--- src/hw/ccs_pkg.sv ---
package ccs_pkg;
	// Coprocessor command decode
	localparam logic [3:0] CCS_SYS_REG_NUM = 4'hF;
	localparam logic [2:0] CCS_OPC2_CLKSW = 3'h2;
	localparam logic [3:0] CCS_CRM_ENABLE = 4'h1;
	localparam logic [3:0] CCS_CRM_DISABLE = 4'h2;
	// Frequency select field
	localparam int CCS_FREQ_W = 5;
	localparam logic [CCS_FREQ_W-1:0] CCS_FREQ_RST = 5'h00;
	// Output clock phase counter: bit 0 is the fast clock, bit 1 the memory clock
	localparam int CCS_PHASE_W = 2;
	localparam logic [CCS_PHASE_W-1:0] CCS_PHASE_WRAP = 2'h0;
	localparam int CCS_FAST_BIT = 0;
	localparam int CCS_MEM_BIT = 1;

	typedef enum logic [1:0] {
		CCS_SRC_FAST = 2'b01,
		CCS_SRC_MEM = 2'b10
	} ccs_src_e;

	// One system coprocessor register write from the core
	typedef struct packed {
		logic valid;
		logic [3:0] reg_num;
		logic [2:0] opc2;
		logic [3:0] coprocessor_reg_modifier;
	} ccs_cp_wr_s;
endpackage : ccs_pkg

--- src/hw/ccs_core_clock_switch.sv ---
`timescale 1ns/100ps
// Functional notes
// - Core working clock comes from fast core clock or half-rate memory clock.
// - Fast core clock rate is set by the five-bit core_freq_select field.
// - With switching on, use fast clock except while cache fills are pending.
// - Reset leaves switching disabled and the memory clock driving the core.
// - Coprocessor 15 write, second opcode 2, modifier 2, disables switching.
// - Coprocessor 15 write, second opcode 2, modifier 1, enables switching.
// - Disabling only freezes the source; it does not force the memory clock.
// - A cache miss after disabling moves to memory clock, which then stays.
module ccs_core_clock_switch
	import ccs_pkg::*;
(
	input wire logic clk_sys,
	input wire logic sys_rst,
	input wire logic [CCS_FREQ_W-1:0] core_freq_select,
	input wire ccs_cp_wr_s cp_wr,
	input wire logic cache_fill_pending,
	output logic core_working_clock,
	output logic clk_src_is_mem,
	output logic switching_enabled
);

	// The output clock is built from a two-bit phase count that advances once per divider tick.
	// Bit 0 of the count toggles at the fast rate and bit 1 at the memory rate, so the memory
	// clock is always exactly half the fast one and both share the wrap point.
	// Limitation: a new frequency setting or source waits for the next wrap, up to four ticks away.

	// Decode of a clock-switch write from the system control coprocessor
	function automatic logic cp_match(input ccs_cp_wr_s w, input logic [3:0] coprocessor_reg_modifier);
		logic reg_ok;
		logic opc_ok;
		logic crm_ok;

		reg_ok = (w.reg_num == CCS_SYS_REG_NUM);
		opc_ok = (w.opc2 == CCS_OPC2_CLKSW);
		crm_ok = (w.coprocessor_reg_modifier == coprocessor_reg_modifier);
		cp_match = w.valid && reg_ok && opc_ok && crm_ok;
	endfunction : cp_match

	// Phase count one step on; the two-bit count wraps by itself
	function automatic logic [CCS_PHASE_W-1:0] phase_step(input logic [CCS_PHASE_W-1:0] phase);
		logic [CCS_PHASE_W-1:0] step;

		step = CCS_PHASE_W'(phase + 1'b1);
		phase_step = step;
	endfunction : phase_step

	// Level of the output clock for one source at one phase
	function automatic logic src_level(input ccs_src_e src, input logic [CCS_PHASE_W-1:0] phase);
		logic level;

		level = 1'b0;
		unique case (src)
			CCS_SRC_FAST: begin
				level = phase[CCS_FAST_BIT];
			end
			CCS_SRC_MEM: begin
				level = phase[CCS_MEM_BIT];
			end
			default: begin
				level = 1'b0;
			end
		endcase
		src_level = level;
	endfunction : src_level

	// Source the policy asks for; it is only applied at the next wrap
	function automatic ccs_src_e pick_src(input logic sw_en, input logic force_mem, input logic fill,
		input ccs_src_e cur);
		ccs_src_e pick;

		pick = cur;
		if (sw_en) begin
			pick = fill ? CCS_SRC_MEM : CCS_SRC_FAST;
		end else if (force_mem) begin
			pick = CCS_SRC_MEM;
		end else begin
			// Disabling only freezes the source, wherever it stands
			pick = cur;
		end
		pick_src = pick;
	endfunction : pick_src

	// Divider state
	logic [CCS_FREQ_W-1:0] div_ff;
	logic [CCS_FREQ_W-1:0] nxt_div;
	logic [CCS_FREQ_W-1:0] freq_ff;
	logic [CCS_FREQ_W-1:0] nxt_freq;
	logic tick;
	logic wrap;

	// Output clock state
	logic [CCS_PHASE_W-1:0] phase_ff;
	logic [CCS_PHASE_W-1:0] nxt_phase;
	logic clk_out_ff;
	logic nxt_clk_out;
	ccs_src_e src_ff;
	ccs_src_e nxt_src;
	logic src_is_mem_ff;
	logic nxt_src_is_mem;

	// Switching control state
	logic sw_en_ff;
	logic nxt_sw_en;
	logic force_mem_ff;
	logic nxt_force_mem;
	logic fill_prev_ff;
	logic nxt_fill_prev;
	logic cmd_enable;
	logic cmd_disable;
	logic miss_seen;
	ccs_src_e want_src;

	// Divider: one tick every freq_ff + 1 system clocks
	always_comb begin
		tick = (div_ff == freq_ff);
		wrap = tick && (phase_step(phase_ff) == CCS_PHASE_WRAP);

		nxt_div = div_ff;
		nxt_freq = freq_ff;

		if (tick) begin
			nxt_div = '0;
		end else begin
			nxt_div = CCS_FREQ_W'(div_ff + 1'b1);
		end
		// Taking the setting only at a wrap keeps every half period whole
		if (wrap) begin
			nxt_freq = core_freq_select;
		end
	end

	always_ff @(posedge clk_sys or posedge sys_rst) begin
		if (sys_rst) begin
			div_ff <= '0;
			freq_ff <= CCS_FREQ_RST;
		end else begin
			div_ff <= nxt_div;
			freq_ff <= nxt_freq;
		end
	end

	// Phase count, source and output clock
	always_comb begin
		nxt_phase = phase_ff;
		nxt_clk_out = clk_out_ff;
		nxt_src = src_ff;

		if (tick) begin
			nxt_phase = phase_step(phase_ff);
		end

		// At the wrap both clocks have just fallen, so a swap cannot cut a phase short
		if (wrap) begin
			nxt_src = want_src;
		end

		if (tick) begin
			nxt_clk_out = src_level(nxt_src, nxt_phase);
		end
		nxt_src_is_mem = (nxt_src == CCS_SRC_MEM);
	end

	always_ff @(posedge clk_sys or posedge sys_rst) begin
		if (sys_rst) begin
			phase_ff <= CCS_PHASE_WRAP;
			clk_out_ff <= 1'b0;
			src_ff <= CCS_SRC_MEM;
			src_is_mem_ff <= 1'b1;
		end else begin
			phase_ff <= nxt_phase;
			clk_out_ff <= nxt_clk_out;
			src_ff <= nxt_src;
			src_is_mem_ff <= nxt_src_is_mem;
		end
	end

	// An enable clears any forced memory clock unless a miss comes in the same cycle; a disable leaves the source where it is.
	// A miss while switching is off forces the memory clock until the next enable.
	always_comb begin
		cmd_enable = cp_match(cp_wr, CCS_CRM_ENABLE);
		cmd_disable = cp_match(cp_wr, CCS_CRM_DISABLE);

		// A miss shows as the rising edge of the fill-pending level
		miss_seen = cache_fill_pending && !fill_prev_ff;

		nxt_sw_en = sw_en_ff;
		nxt_force_mem = force_mem_ff;
		nxt_fill_prev = cache_fill_pending;

		if (cmd_enable) begin
			nxt_sw_en = 1'b1;
			nxt_force_mem = 1'b0;
		end else if (cmd_disable) begin
			nxt_sw_en = 1'b0;
		end
		// A miss in the cycle of an enable still sets the flag, so it is never lost
		if (!sw_en_ff && miss_seen) begin
			nxt_force_mem = 1'b1;
		end

		want_src = pick_src(sw_en_ff, force_mem_ff, cache_fill_pending, src_ff);
	end

	always_ff @(posedge clk_sys or posedge sys_rst) begin
		if (sys_rst) begin
			sw_en_ff <= 1'b0;
			force_mem_ff <= 1'b0;
			fill_prev_ff <= 1'b0;
		end else begin
			sw_en_ff <= nxt_sw_en;
			force_mem_ff <= nxt_force_mem;
			fill_prev_ff <= nxt_fill_prev;
		end
	end

	// Outputs come straight from registers so the core never sees a decode glitch
	assign core_working_clock = clk_out_ff;
	assign clk_src_is_mem = src_is_mem_ff;
	assign switching_enabled = sw_en_ff;

endmodule : ccs_core_clock_switch

--- config.mk ---
export PLATFORM = sky130hd
export DESIGN_NAME = ccs_core_clock_switch
export DESIGN_NICKNAME = d
export VERILOG_FILES = /design/src/hw/ccs_pkg.sv /design/src/hw/ccs_core_clock_switch.sv
export SDC_FILE = /design/constraint.sdc
export NUM_CORES = 1
export LEC_CHECK = 0
export BUFFER_PORTS_ARGS = -buffer_cell sky130_fd_sc_hd__buf_2
export CORE_MARGIN = 2
export CORE_UTILIZATION = 40
export DETAILED_ROUTE_END_ITERATION = 7
export GPL_ROUTABILITY_DRIVEN = 0
export PLACE_DENSITY = 0.65
export SKIP_LAST_GASP = 1
export SLEW_MARGIN = 20
export SYNTH_ARGS = -nofsm -noshare
export SYNTH_HDL_FRONTEND = slang
export SYNTH_SLANG_ARGS = --single-unit
export TNS_END_PERCENT = 20
--- constraint.sdc ---
create_clock -name clk_sys -period 1.84 [get_ports clk_sys]
set_input_delay 0.276 -clock clk_sys [delete_from_list [all_inputs] [get_ports clk_sys]]
set_output_delay 0.276 -clock clk_sys [all_outputs]
set_load 0.02 [all_outputs]
==> results of run 1 <==
==> per-layer routing <==
metal / track usage, % / part of all wire (%) / wire length, um
met4: 4.27 / 1.2 / 25
met1: 22.0 / 42 / 874
met2: 29.1 / 51 / 1080
met3: 6.29 / 6.0 / 126
met5: 0 / 0 / 0
==> layout make-up <==
type | instances | area share [%]
Tap cell | 28 | 2.64
Inverter | 3 | 0.850
Clock inverter | 1 | 0.567
Sequential cell | 19 | 36.1
Multi-Input combinational cell | 54 | 39.1
Clock buffer | 3 | 1.70
Timing Repair Buffer | 41 | 19.1
==> kinds of logic (layout without fill, tap and decap cells) <==
family | Yosys count | in the layout | share of synthesized area (%)
flops | 19 | 19 | 51.3
xor+xnor | 9 | 9 | 8.47
simple gates | 26 | 26 | 16.5
mux | 6 | 6 | 8.47
compound gates | 9 | 9 | 7.39
buf+inv | 4 | 48 | 2.42
fa+ha+maj | 4 | 4 | 5.38
==> cells in the mapped netlist (all sizes together) <==
library cell  count  area, um2
nand2b            1       6.26
o41ai             1       8.76
o211a             1       10.0
dfstp             2       52.6
a22oi             1       7.51
nand2             2       7.51
nor2b             1       6.26
nor3              1       5.00
nand4bb           1       11.3
o211ai            1       7.51
nor4              1       6.26
buf               1       11.3
mux2              6       78.8
nand4             1       6.26
nor3b             1       7.51
nand3b            1       7.51
inv               3       11.3
a22o              1       8.76
nor2              6       30.0
nand3             5       25.0
and2              1       8.76
xor2              2       17.5
a211oi            1       7.51
xnor2             7       61.3
dfrtp            17        425
and3              2       13.8
a211o             1       8.76
ha                4       50.1
o21ai             2       10.0
or3               2       12.5
==> stage by stage <==
stage	worst slack [ps]	cells
CTS	-79.2	147
finish	-94.1	149
detailed placement	-145	139
floorplan	-16.0	77
global route	-145	149
global placement	-85.4	139
==> worst paths after layout <==
path | startpoint | to | slack, ps
worst min register to register | phase_ff[1]$_DFF_PP0_ | phase_ff[1]$_DFF_PP0_ | 520
worst min-delay path | sys_rst | div_ff[4]$_DFF_PP0_ | 70
max in group asynchronous | sys_rst | force_mem_ff$_DFFE_PP0P_ | 1300
min in group clk_sys | cache_fill_pending | fill_prev_ff$_DFF_PP0_ | 90
worst max-delay path | freq_ff[0]$_DFFE_PP0N_ | core_working_clock$_DFFE_PP0N_ | -90
worst max register to register | freq_ff[0]$_DFFE_PP0N_ | core_working_clock$_DFFE_PP0N_ | -90
==> registers in the layout (all words and copies together), names as in the netlist <==
register and cells:
div_ff 5, clk_src_is_mem 1, phase_ff 2, force_mem_ff 1, core_working_clock 1, freq_ff 5, switching_enabled 1, src_ff 2
fill_prev_ff 1
==> what timing repair did <==
action,4_1_cts,5_1_grt
endpoints found under the setup margin,1,1
endpoints found under the hold margin,0,0
setup buffers,4,2
pin swaps,7,4
gates resized for setup,8,5
==> power groups by stage <==
stage	registers [mW]	logic (mW)	clock network, mW
6_report	0.729	1.18	0.226
5_1_grt	0.747	1.30	0.244
4_1_cts	0.719	1.06	0.237
3_5_place_dp	0.708	0.886	0
3_3_place_gp	0.702	0.872	0
2_1_floorplan	0.723	0.536	0
==> flow_summary.yaml, run 1 <==
worst_setup_path:
  crit_fanout: 2
  crit_chain: "xnor2_2 > nand3_2 > or3_4 > o211a_1 > ha_1 > o41ai_2"
  crit_slowest_cell: "dfrtp_1"
  startpoint_type: "flip-flop"
  rr_worst_depth: 6
  critPathTopFamily: "simple AND/OR/NAND/NOR gates"
  worstSetupPathType: "flip-flop to flip-flop"
  end_kind: "flip-flop"
  worstPathRequired_ps: 2060
  cp_data_arrival_time_ps: 2150
  path_depth: 6
  max_stage_delay_ps: 450
  path_buf_inv: 0
finish:
  final_common_cell: "buf_2"
  nets: 146
  layout_common_cells: "buf_2, buf_4, dfrtp_1"
  drive_gt1_share_pct: 57.0
  post-route-cell-area_um2: 1330
  fin_util_pct: 59.9
  fill_cells: 205
  antenna_cells: 0
  multi_input_area_um2: 518
  area_delta_synth_final_pct: 42.3
  final-seq-area_um2: 478
power:
  power_density_nw_per_um2: 1610
  netSwitchingPower_mw: 0.790
  p_int_mw: 1.35
  finalPower_mw: 2.14
  peakVddDrop_v: 0.000992
  combPwrFrac_pct: 55.3
  seq_power_share_pct: 34.1
  switching_share_pct: 37.0
  p_leak_nw: 0.633
  clkPwrFrac_pct: 10.6
run:
  maxCapViolCount: 0
place:
  place_area_um2: 1170
  port_buffers: 22
  dp.final_hpwl_um: 1450
yosys:
  yosys_warnings: 0
  synth.net_count: 101
  synth_area_um2: 931
  avgSynthCellArea_um2: 12.1
  synth_cells: 77
  ys_seq_area_share_pct: 51.3
  yosys_register_bits: 19
  synth_cell_types: 33
run_status:
  status: "finished with violations"
  violations: "setup timing"
timing:
  hold_ws_ps: 75.0
  tightest_slew_ps: 743
  min_period_over_period_pct: 105
  fin_ws_ps: -94.1
  final_hold_viol_count: 0
  setup_viol: 1
  slew_viol_final: 0
  fin_tns_setup_ps: -94.1
  fmax_mhz: 517
  grt_setup_unrepaired: "true"
  finClkSkew_ps: 2.11
  layout_min_cycle_time_ps: 1930
  maxSlewHeadroom_pct: 50.4
clock_network:
  clockRootBuffer: "clkbuf_4"
  clockBufferDepth: 2
  clk_latency_ps: 310
  cts.clk_slew.worst_paths_ps: 120
  cts_tree: "yes"
  cts_hold_buf: 0
  cts.sinks: 19
  cts_buffers: 3
  cts.htree.levels: 1
routing:
  postRouteAntennaNets: 0
  wl_per_cell_um: 14.1
  drtIter0Drc: 10
  vias: 775
  drc: 0
  firstDrtPassIters: 4
  routed_via_density: 5.20
  routed_wl_um: 2100
global_route:
  grtUsageTotal_pct: 17.6
  overflow: 0
  grt_max_degree: 20
  grt_pass1_vias: 792
  antenna_found_initial: 0
  grt_first_pass_wirelength_um: 3470
floorplan:
  die-area_um2: 2730
  start_util_pct: 42.1
  pin_count: 23
  num_rows: 17
  core_region_area_um2: 2210
  die_y_um: 52.2
  die_w_um: 52.2
min_path:
  holdCritPathClass: "input pin to asynchronous set/reset pin"
No activity file was read; power rests on OpenSTA's default activity.
==> run 2: changes to the inputs <==
--- a/config.mk
+++ b/config.mk
@@ -6,11 +6,13 @@
 export NUM_CORES = 1
 export LEC_CHECK = 0
 export BUFFER_PORTS_ARGS = -buffer_cell sky130_fd_sc_hd__buf_2
+export CELL_PAD_IN_SITES_DETAIL_PLACEMENT = 1
+export CELL_PAD_IN_SITES_GLOBAL_PLACEMENT = 1
 export CORE_MARGIN = 2
-export CORE_UTILIZATION = 40
+export CORE_UTILIZATION = 36
 export DETAILED_ROUTE_END_ITERATION = 7
 export GPL_ROUTABILITY_DRIVEN = 0
-export PLACE_DENSITY = 0.65
+export PLACE_DENSITY_LB_ADDON = 0.1
 export SKIP_LAST_GASP = 1
 export SLEW_MARGIN = 20
 export SYNTH_ARGS = -nofsm -noshare
==> flow_summary.yaml, run 2 (same netlist as run 1, synthesis figures left out) <==
run_status:
  status: "finished with violations"
  violations: "setup timing"
global_route:
  grt_first_pass_wirelength_um: 3590
  grtUsageTotal_pct: 17.1
  antenna_found_initial: 0
  grt_pass1_vias: 779
  overflow: 0
  grt_max_degree: 20
worst_setup_path:
  worstReg2RegStart: "div_ff[3]$_DFF_PP0_"
  rr_worst_depth: 6
  r2r-end: "core_working_clock$_DFFE_PP0N_"
  cp_data_arrival_time_ps: 2120
  end_kind: "flip-flop"
  r2r_slack_ps: -80
  crit_chain: "xnor2_2 > nand3_2 > or3_4 > o211a_4 > ha_4 > o41ai_4"
  worstSetupPathType: "flip-flop to flip-flop"
  startpoint_type: "flip-flop"
  crit_fanout: 3
  max_stage_delay_ps: 440
  worstPathRequired_ps: 2040
  crit_slowest_cell: "dfrtp_1"
timing:
  fmax_mhz: 522
  layout_min_cycle_time_ps: 1920
  slew_viol_final: 0
  finClkSkew_ps: 12.2
  fin_ws_ps: -76.3
  final_hold_viol_count: 0
  grt_setup_unrepaired: "true"
  tightest_slew_ps: 718
  min_period_over_period_pct: 104
  setup_viol: 1
  maxSlewHeadroom_pct: 52.1
power:
  p_leak_nw: 0.645
  peakVddDrop_v: 0.000823
  power_density_nw_per_um2: 1630
  finalPower_mw: 2.17
clock_network:
  cts_tree: "yes"
  cts_buffers: 3
  cts.htree.levels: 1
  clockRootBuffer: "clkbuf_4"
  clk_latency_ps: 300
  cts.sinks: 19
  clockBufferDepth: 2
  cts.clk_slew.worst_paths_ps: 120
finish:
  antenna_cells: 0
  drive_gt1_share_pct: 58.3
  fill_cells: 273
  fin_util_pct: 54.4
  layout_common_cells: "buf_2, buf_4, dfrtp_1"
  post-route-cell-area_um2: 1340
  layout.cells.non_filler: 150
  final-seq-area_um2: 478
  final_common_cell: "buf_2"
  multi_input_area_um2: 537
  area_delta_synth_final_pct: 43.5
  biggestRegsByFlops: "div_ff: 5 flops, freq_ff: 5 flops"
  nets: 145
routing:
  drtIter0Drc: 5
  routed_wl_um: 2250
  firstDrtPassIters: 2
  routed_via_density: 4.75
  vias: 713
  wl_per_cell_um: 15.0
  drc: 0
  postRouteAntennaNets: 0
place:
  place_area_um2: 1190
  dp.final_hpwl_um: 1770
  place_ws_ps: -199
  port_buffers: 22
  dp_cells: 143
run:
  maxCapViolCount: 0
floorplan:
  pin_count: 23
  die-area_um2: 3010
  num_rows: 18
  die_w_um: 54.9
  start_util_pct: 37.9
  core_region_area_um2: 2450
  die_y_um: 54.9
min_path:
  holdCritPathClass: "input pin to asynchronous set/reset pin"
## run 2: cell types whose count changed in the layout (fill, tap and decap cells not counted), sizes merged
cell	previous run	this run
buf	41	40
clkinv	0	1
clkinvlp	1	0
## run 2: layout make-up
class / instances / share of cell area (%)
tap: 30 / 2.81
multi-input combinational: 54 / 40.2
inverter: 3 / 0.843
clock buffer: 3 / 1.69
timing repair buffer: 40 / 18.4
clock inverter: 1 / 0.375
sequential: 19 / 35.8
## run 2: per-layer routing
| layer | track usage [%] | share of wire, % | vias to the layer above |
|---|---|---|---|
| li1 | - | - | 359 |
| met1 | 23.6 | 50 | 346 |
| met2 | 26.6 | 47 | 6 |
| met3 | 3.55 | 1.7 | 2 |
| met4 | 5.00 | 0.85 | 0 |
| met5 | 0 | 0 | - |
## run 2: worst max path at each step
| stage | from | to |
|---|---|---|
| final | div_ff[3]$_DFF_PP0_ | core_working_clock$_DFFE_PP0N_ |
| after global routing | div_ff[3]$_DFF_PP0_ | core_working_clock$_DFFE_PP0N_ |
| after CTS | div_ff[3]$_DFF_PP0_ | core_working_clock$_DFFE_PP0N_ |
| after detailed placement | div_ff[2]$_DFF_PP0_ | core_working_clock$_DFFE_PP0N_ |
| after global placement | freq_ff[4]$_DFFE_PP0N_ | core_working_clock$_DFFE_PP0N_ |
| after floorplan | div_ff[2]$_DFF_PP0_ | core_working_clock$_DFFE_PP0N_ |
## run 2: worst max-delay path, delay by kind of cell (launching register included)
kind | cells | cell delay (ps)
xor+xnor | 1 | 220
fa+ha+maj | 1 | 240
simple gates | 2 | 490
flops | 1 | 440
compound gates | 2 | 420
## run 2: report_power, final
group,internal [mW],total (mW),switching (mW)
Clock,0.0810,0.215,0.134
Sequential,0.593,0.738,0.144
Combinational,0.695,1.22,0.525
Total,1.37,2.17,0.803
## run 2: per-stage QoR
stage / hold WS (ps) / TNS (ps)
3_5_place_dp: 421 / -199
5_1_grt: 96.9 / -143
3_3_place_gp: 413 / -39.2
2_1_floorplan: 226 / -16.0
6_report: 68.7 / -76.3
4_1_cts: 105 / -90.6
## run 2: timing repair
action | in CTS | in global routing
pin swaps | 2 | 7
resized for setup | 7 | 7
hold buffers | 0 | 0
endpoints found under the setup margin | 1 | 1
buffers inserted | 1 | 2
==> run 3: changes to the inputs <==
--- a/config.mk
+++ b/config.mk
@@ -5,11 +5,12 @@
 export SDC_FILE = /design/constraint.sdc
 export NUM_CORES = 1
 export LEC_CHECK = 0
+export ABC_AREA = 1
 export BUFFER_PORTS_ARGS = -buffer_cell sky130_fd_sc_hd__buf_2
 export CELL_PAD_IN_SITES_DETAIL_PLACEMENT = 1
 export CELL_PAD_IN_SITES_GLOBAL_PLACEMENT = 1
 export CORE_MARGIN = 2
-export CORE_UTILIZATION = 36
+export CORE_UTILIZATION = 34
 export DETAILED_ROUTE_END_ITERATION = 7
 export GPL_ROUTABILITY_DRIVEN = 0
 export PLACE_DENSITY_LB_ADDON = 0.1
==> flow_summary.yaml, run 3 <==
worst_setup_path:
  crit_chain: "nor2_1 > nor2_1 > nor2_2 > nand3_4 > inv_4 > nand2_4 > inv_6 > nand2_2 > o21ai_2 > inv_2 > ha_4 > nor2_2 > nand2_1 > nand2_1"
  worstSetupPathType: "flip-flop to flip-flop"
  crit_slowest_cell: "dfrtp_2"
  crit_fanout: 5
  worstPathRequired_ps: 2060
  startpoint_type: "flip-flop"
  end_kind: "flip-flop"
  cp_data_arrival_time_ps: 2020
  max_stage_delay_ps: 440
power:
  combPwrFrac_pct: 5.4
  clkPwrFrac_pct: 32.7
  netSwitchingPower_mw: 0.159
  finalPower_mw: 0.678
  p_leak_nw: 0.712
  seq_power_share_pct: 61.9
  p_int_mw: 0.519
  peakVddDrop_v: 0.000349
  switching_share_pct: 23.4
  power_density_nw_per_um2: 515
yosys:
  ys_seq_area_share_pct: 47.9
  yosys_warnings: 0
  yosysTopAreaCell: "dfrtp_1"
  synth_cells: 116
  synth_ff_type: "dfrtp_1"
  synth.net_count: 140
  yosysTopAreaCellShare_pct: 42.7
  synthTopCellsByCount: "nand2_1, dfrtp_1, inv_1, nor2_1, nand2_2"
  ys_top_cells_by_area: "dfrtp_1, nand2_1, dfstp_2"
  avgSynthCellArea_um2: 8.60
  synth_area_um2: 997
  synth.most_common_cell: "nand2_1"
  postSynth.asyncResetShare_pct: 100
  yosys_register_bits: 19
  synth_edf_count: 0
  synth_cell_types: 26
timing:
  maxSlewHeadroom_pct: 75.5
  finClkSkew_ps: 9.33
  tightest_slew_ps: 363
  final_hold_viol_count: 0
  slew_viol_final: 0
  layout_min_cycle_time_ps: 1800
  setup_viol: 0
  fmax_mhz: 554
  min_period_over_period_pct: 98.0
  fin_tns_setup_ps: 0
finish:
  nets: 183
  post-route-cell-area_um2: 1320
  drive_gt1_share_pct: 42.4
  layout_common_cells: "nand2_1, buf_2, dfrtp_1, buf_4"
  biggestRegsByFlops: "div_ff: 5 flops, freq_ff: 5 flops"
  antenna_cells: 0
  fin_util_pct: 47.3
  final_common_cell: "nand2_1"
  layout.cells.non_filler: 189
  area_delta_synth_final_pct: 32.0
clock_network:
  cts.htree.levels: 1
  clockBufferDepth: 2
  cts.clk_slew.worst_paths_ps: 120
  cts.sinks: 19
  cts_tree: "yes"
  cts_buffers: 3
  clk_latency_ps: 310
  clockRootBuffer: "clkbuf_4"
routing:
  wl_per_cell_um: 12.5
  highest_layer: "met4"
  postRouteAntennaNets: 0
  wl_met3_um: 46
  drtIter0Drc: 15
  routed_via_density: 4.59
  vias: 867
  firstDrtPassIters: 4
  drc: 0
  routed_wl_um: 2350
  wl_met2_um: 1330
  drt-met1-wl_um: 929
min_path:
  holdCritPathClass: "input pin to flip-flop"
floorplan:
  num_rows: 19
  pin_count: 23
  die-area_um2: 3380
  start_util_pct: 35.9
  core_region_area_um2: 2780
  die_y_um: 58.2
  die_w_um: 58.2
run:
  maxCapViolCount: 0
place:
  place_area_um2: 1170
  dp_cells: 173
  port_buffers: 22
  dp.final_hpwl_um: 1650
global_route:
  grt_max_degree: 20
  antenna_found_initial: 0
  grtUsageTotal_pct: 15.3
  overflow: 0
  grt_pass1_vias: 914
  grt_first_pass_wirelength_um: 3910
run_status:
  status: "completed"
run 3: cell types whose count changed after synthesis, sizes merged, moves of 3 or more:
cell	change
mux2	-6
nor2	+8
inv	+14
nand4	+3
o21ai	+4
nand2	+35
xnor2	-5
run 3: power groups by stage:
| stage | Combinational, mW | Sequential, mW | Clock [mW] |
|---|---|---|---|
| 4_1_cts | 0.0383 | 0.420 | 0.236 |
| 6_report | 0.0369 | 0.420 | 0.222 |
| 3_3_place_gp | 0.0349 | 0.428 | 0 |
| 5_1_grt | 0.0431 | 0.420 | 0.246 |
| 2_1_floorplan | 0.0103 | 0.428 | 0 |
| 3_5_place_dp | 0.0367 | 0.428 | 0 |
run 3: repair_timing:
| action | CTS | global route |
|---|---|---|
| setup buffers | 0 | 11 |
| hold buffers | 1 | 0 |
| endpoints found under the hold margin | 17 | 0 |
| resized for setup | 0 | 7 |
| endpoints found under the setup margin | 0 | 1 |
run 3: metrics by stage:
step | setup WS, ps | hold WS, ps
2_1_floorplan | 2.66 | 226
3_3_place_gp | 50.5 | 310
3_5_place_dp | 20.7 | 319
4_1_cts | 5.61 | 84.4
5_1_grt | -88.4 | 92.3
6_report | 36.2 | 101
run 3: cells by family after synthesis:
| family | after synthesis | share of synthesized area, % |
|---|---|---|
| DFF | 19 | 47.9 |
| AOI/OAI and AO/OA | 8 | 5.27 |
| adders and majority gates | 4 | 5.02 |
| and+or+nand+nor | 62 | 30.1 |
| buffers and inverters | 20 | 9.03 |
| xor gates and xnor gates | 3 | 2.64 |
run 3: layout make-up:
| type | count | area (um2) |
|---|---|---|
| Clock buffer | 3 | 22.5 |
| Timing Repair Buffer | 39 | 240 |
| Inverter | 19 | 78.8 |
| Sequential cell | 19 | 479 |
| Clock inverter | 1 | 5.00 |
| Fill cell | 344 | 1470 |
| Tap cell | 31 | 38.8 |
| Multi-Input combinational cell | 77 | 452 |
run 3: critical path, delay by kind of cell, from the launching register on:
family | cells | cell delay (ps)
and+or+nand+nor | 9 | 710
DFF | 1 | 440
adders and majority gates | 1 | 270
buffers and inverters | 3 | 220
AOI/OAI and AO/OA | 1 | 80
run 3: per-layer routing:
metal | global-route usage [%] | vias to the layer above
met5 | 0 | -
met2 | 28.6 | 10
li1 | - | 441
met4 | 6.98 | 0
met3 | 2.01 | 5
met1 | 17.2 | 411
run 3: final timing paths:
kind	slack, ps	to	from	cells past startpoint
setup reg to reg	40	core_working_clock$_DFFE_PP0N_	div_ff[0]$_DFF_PP0_	14
setup / recovery	40	core_working_clock$_DFFE_PP0N_	div_ff[0]$_DFF_PP0_	14
max in group asynchronous	1060	clk_src_is_mem$_DFF_PP1_	sys_rst	4
hold reg to reg	460	force_mem_ff$_DFFE_PP0P_	fill_prev_ff$_DFF_PP0_	1
hold / removal	100	fill_prev_ff$_DFF_PP0_	cache_fill_pending	1
min in group asynchronous	510	div_ff[2]$_DFF_PP0_	sys_rst	4
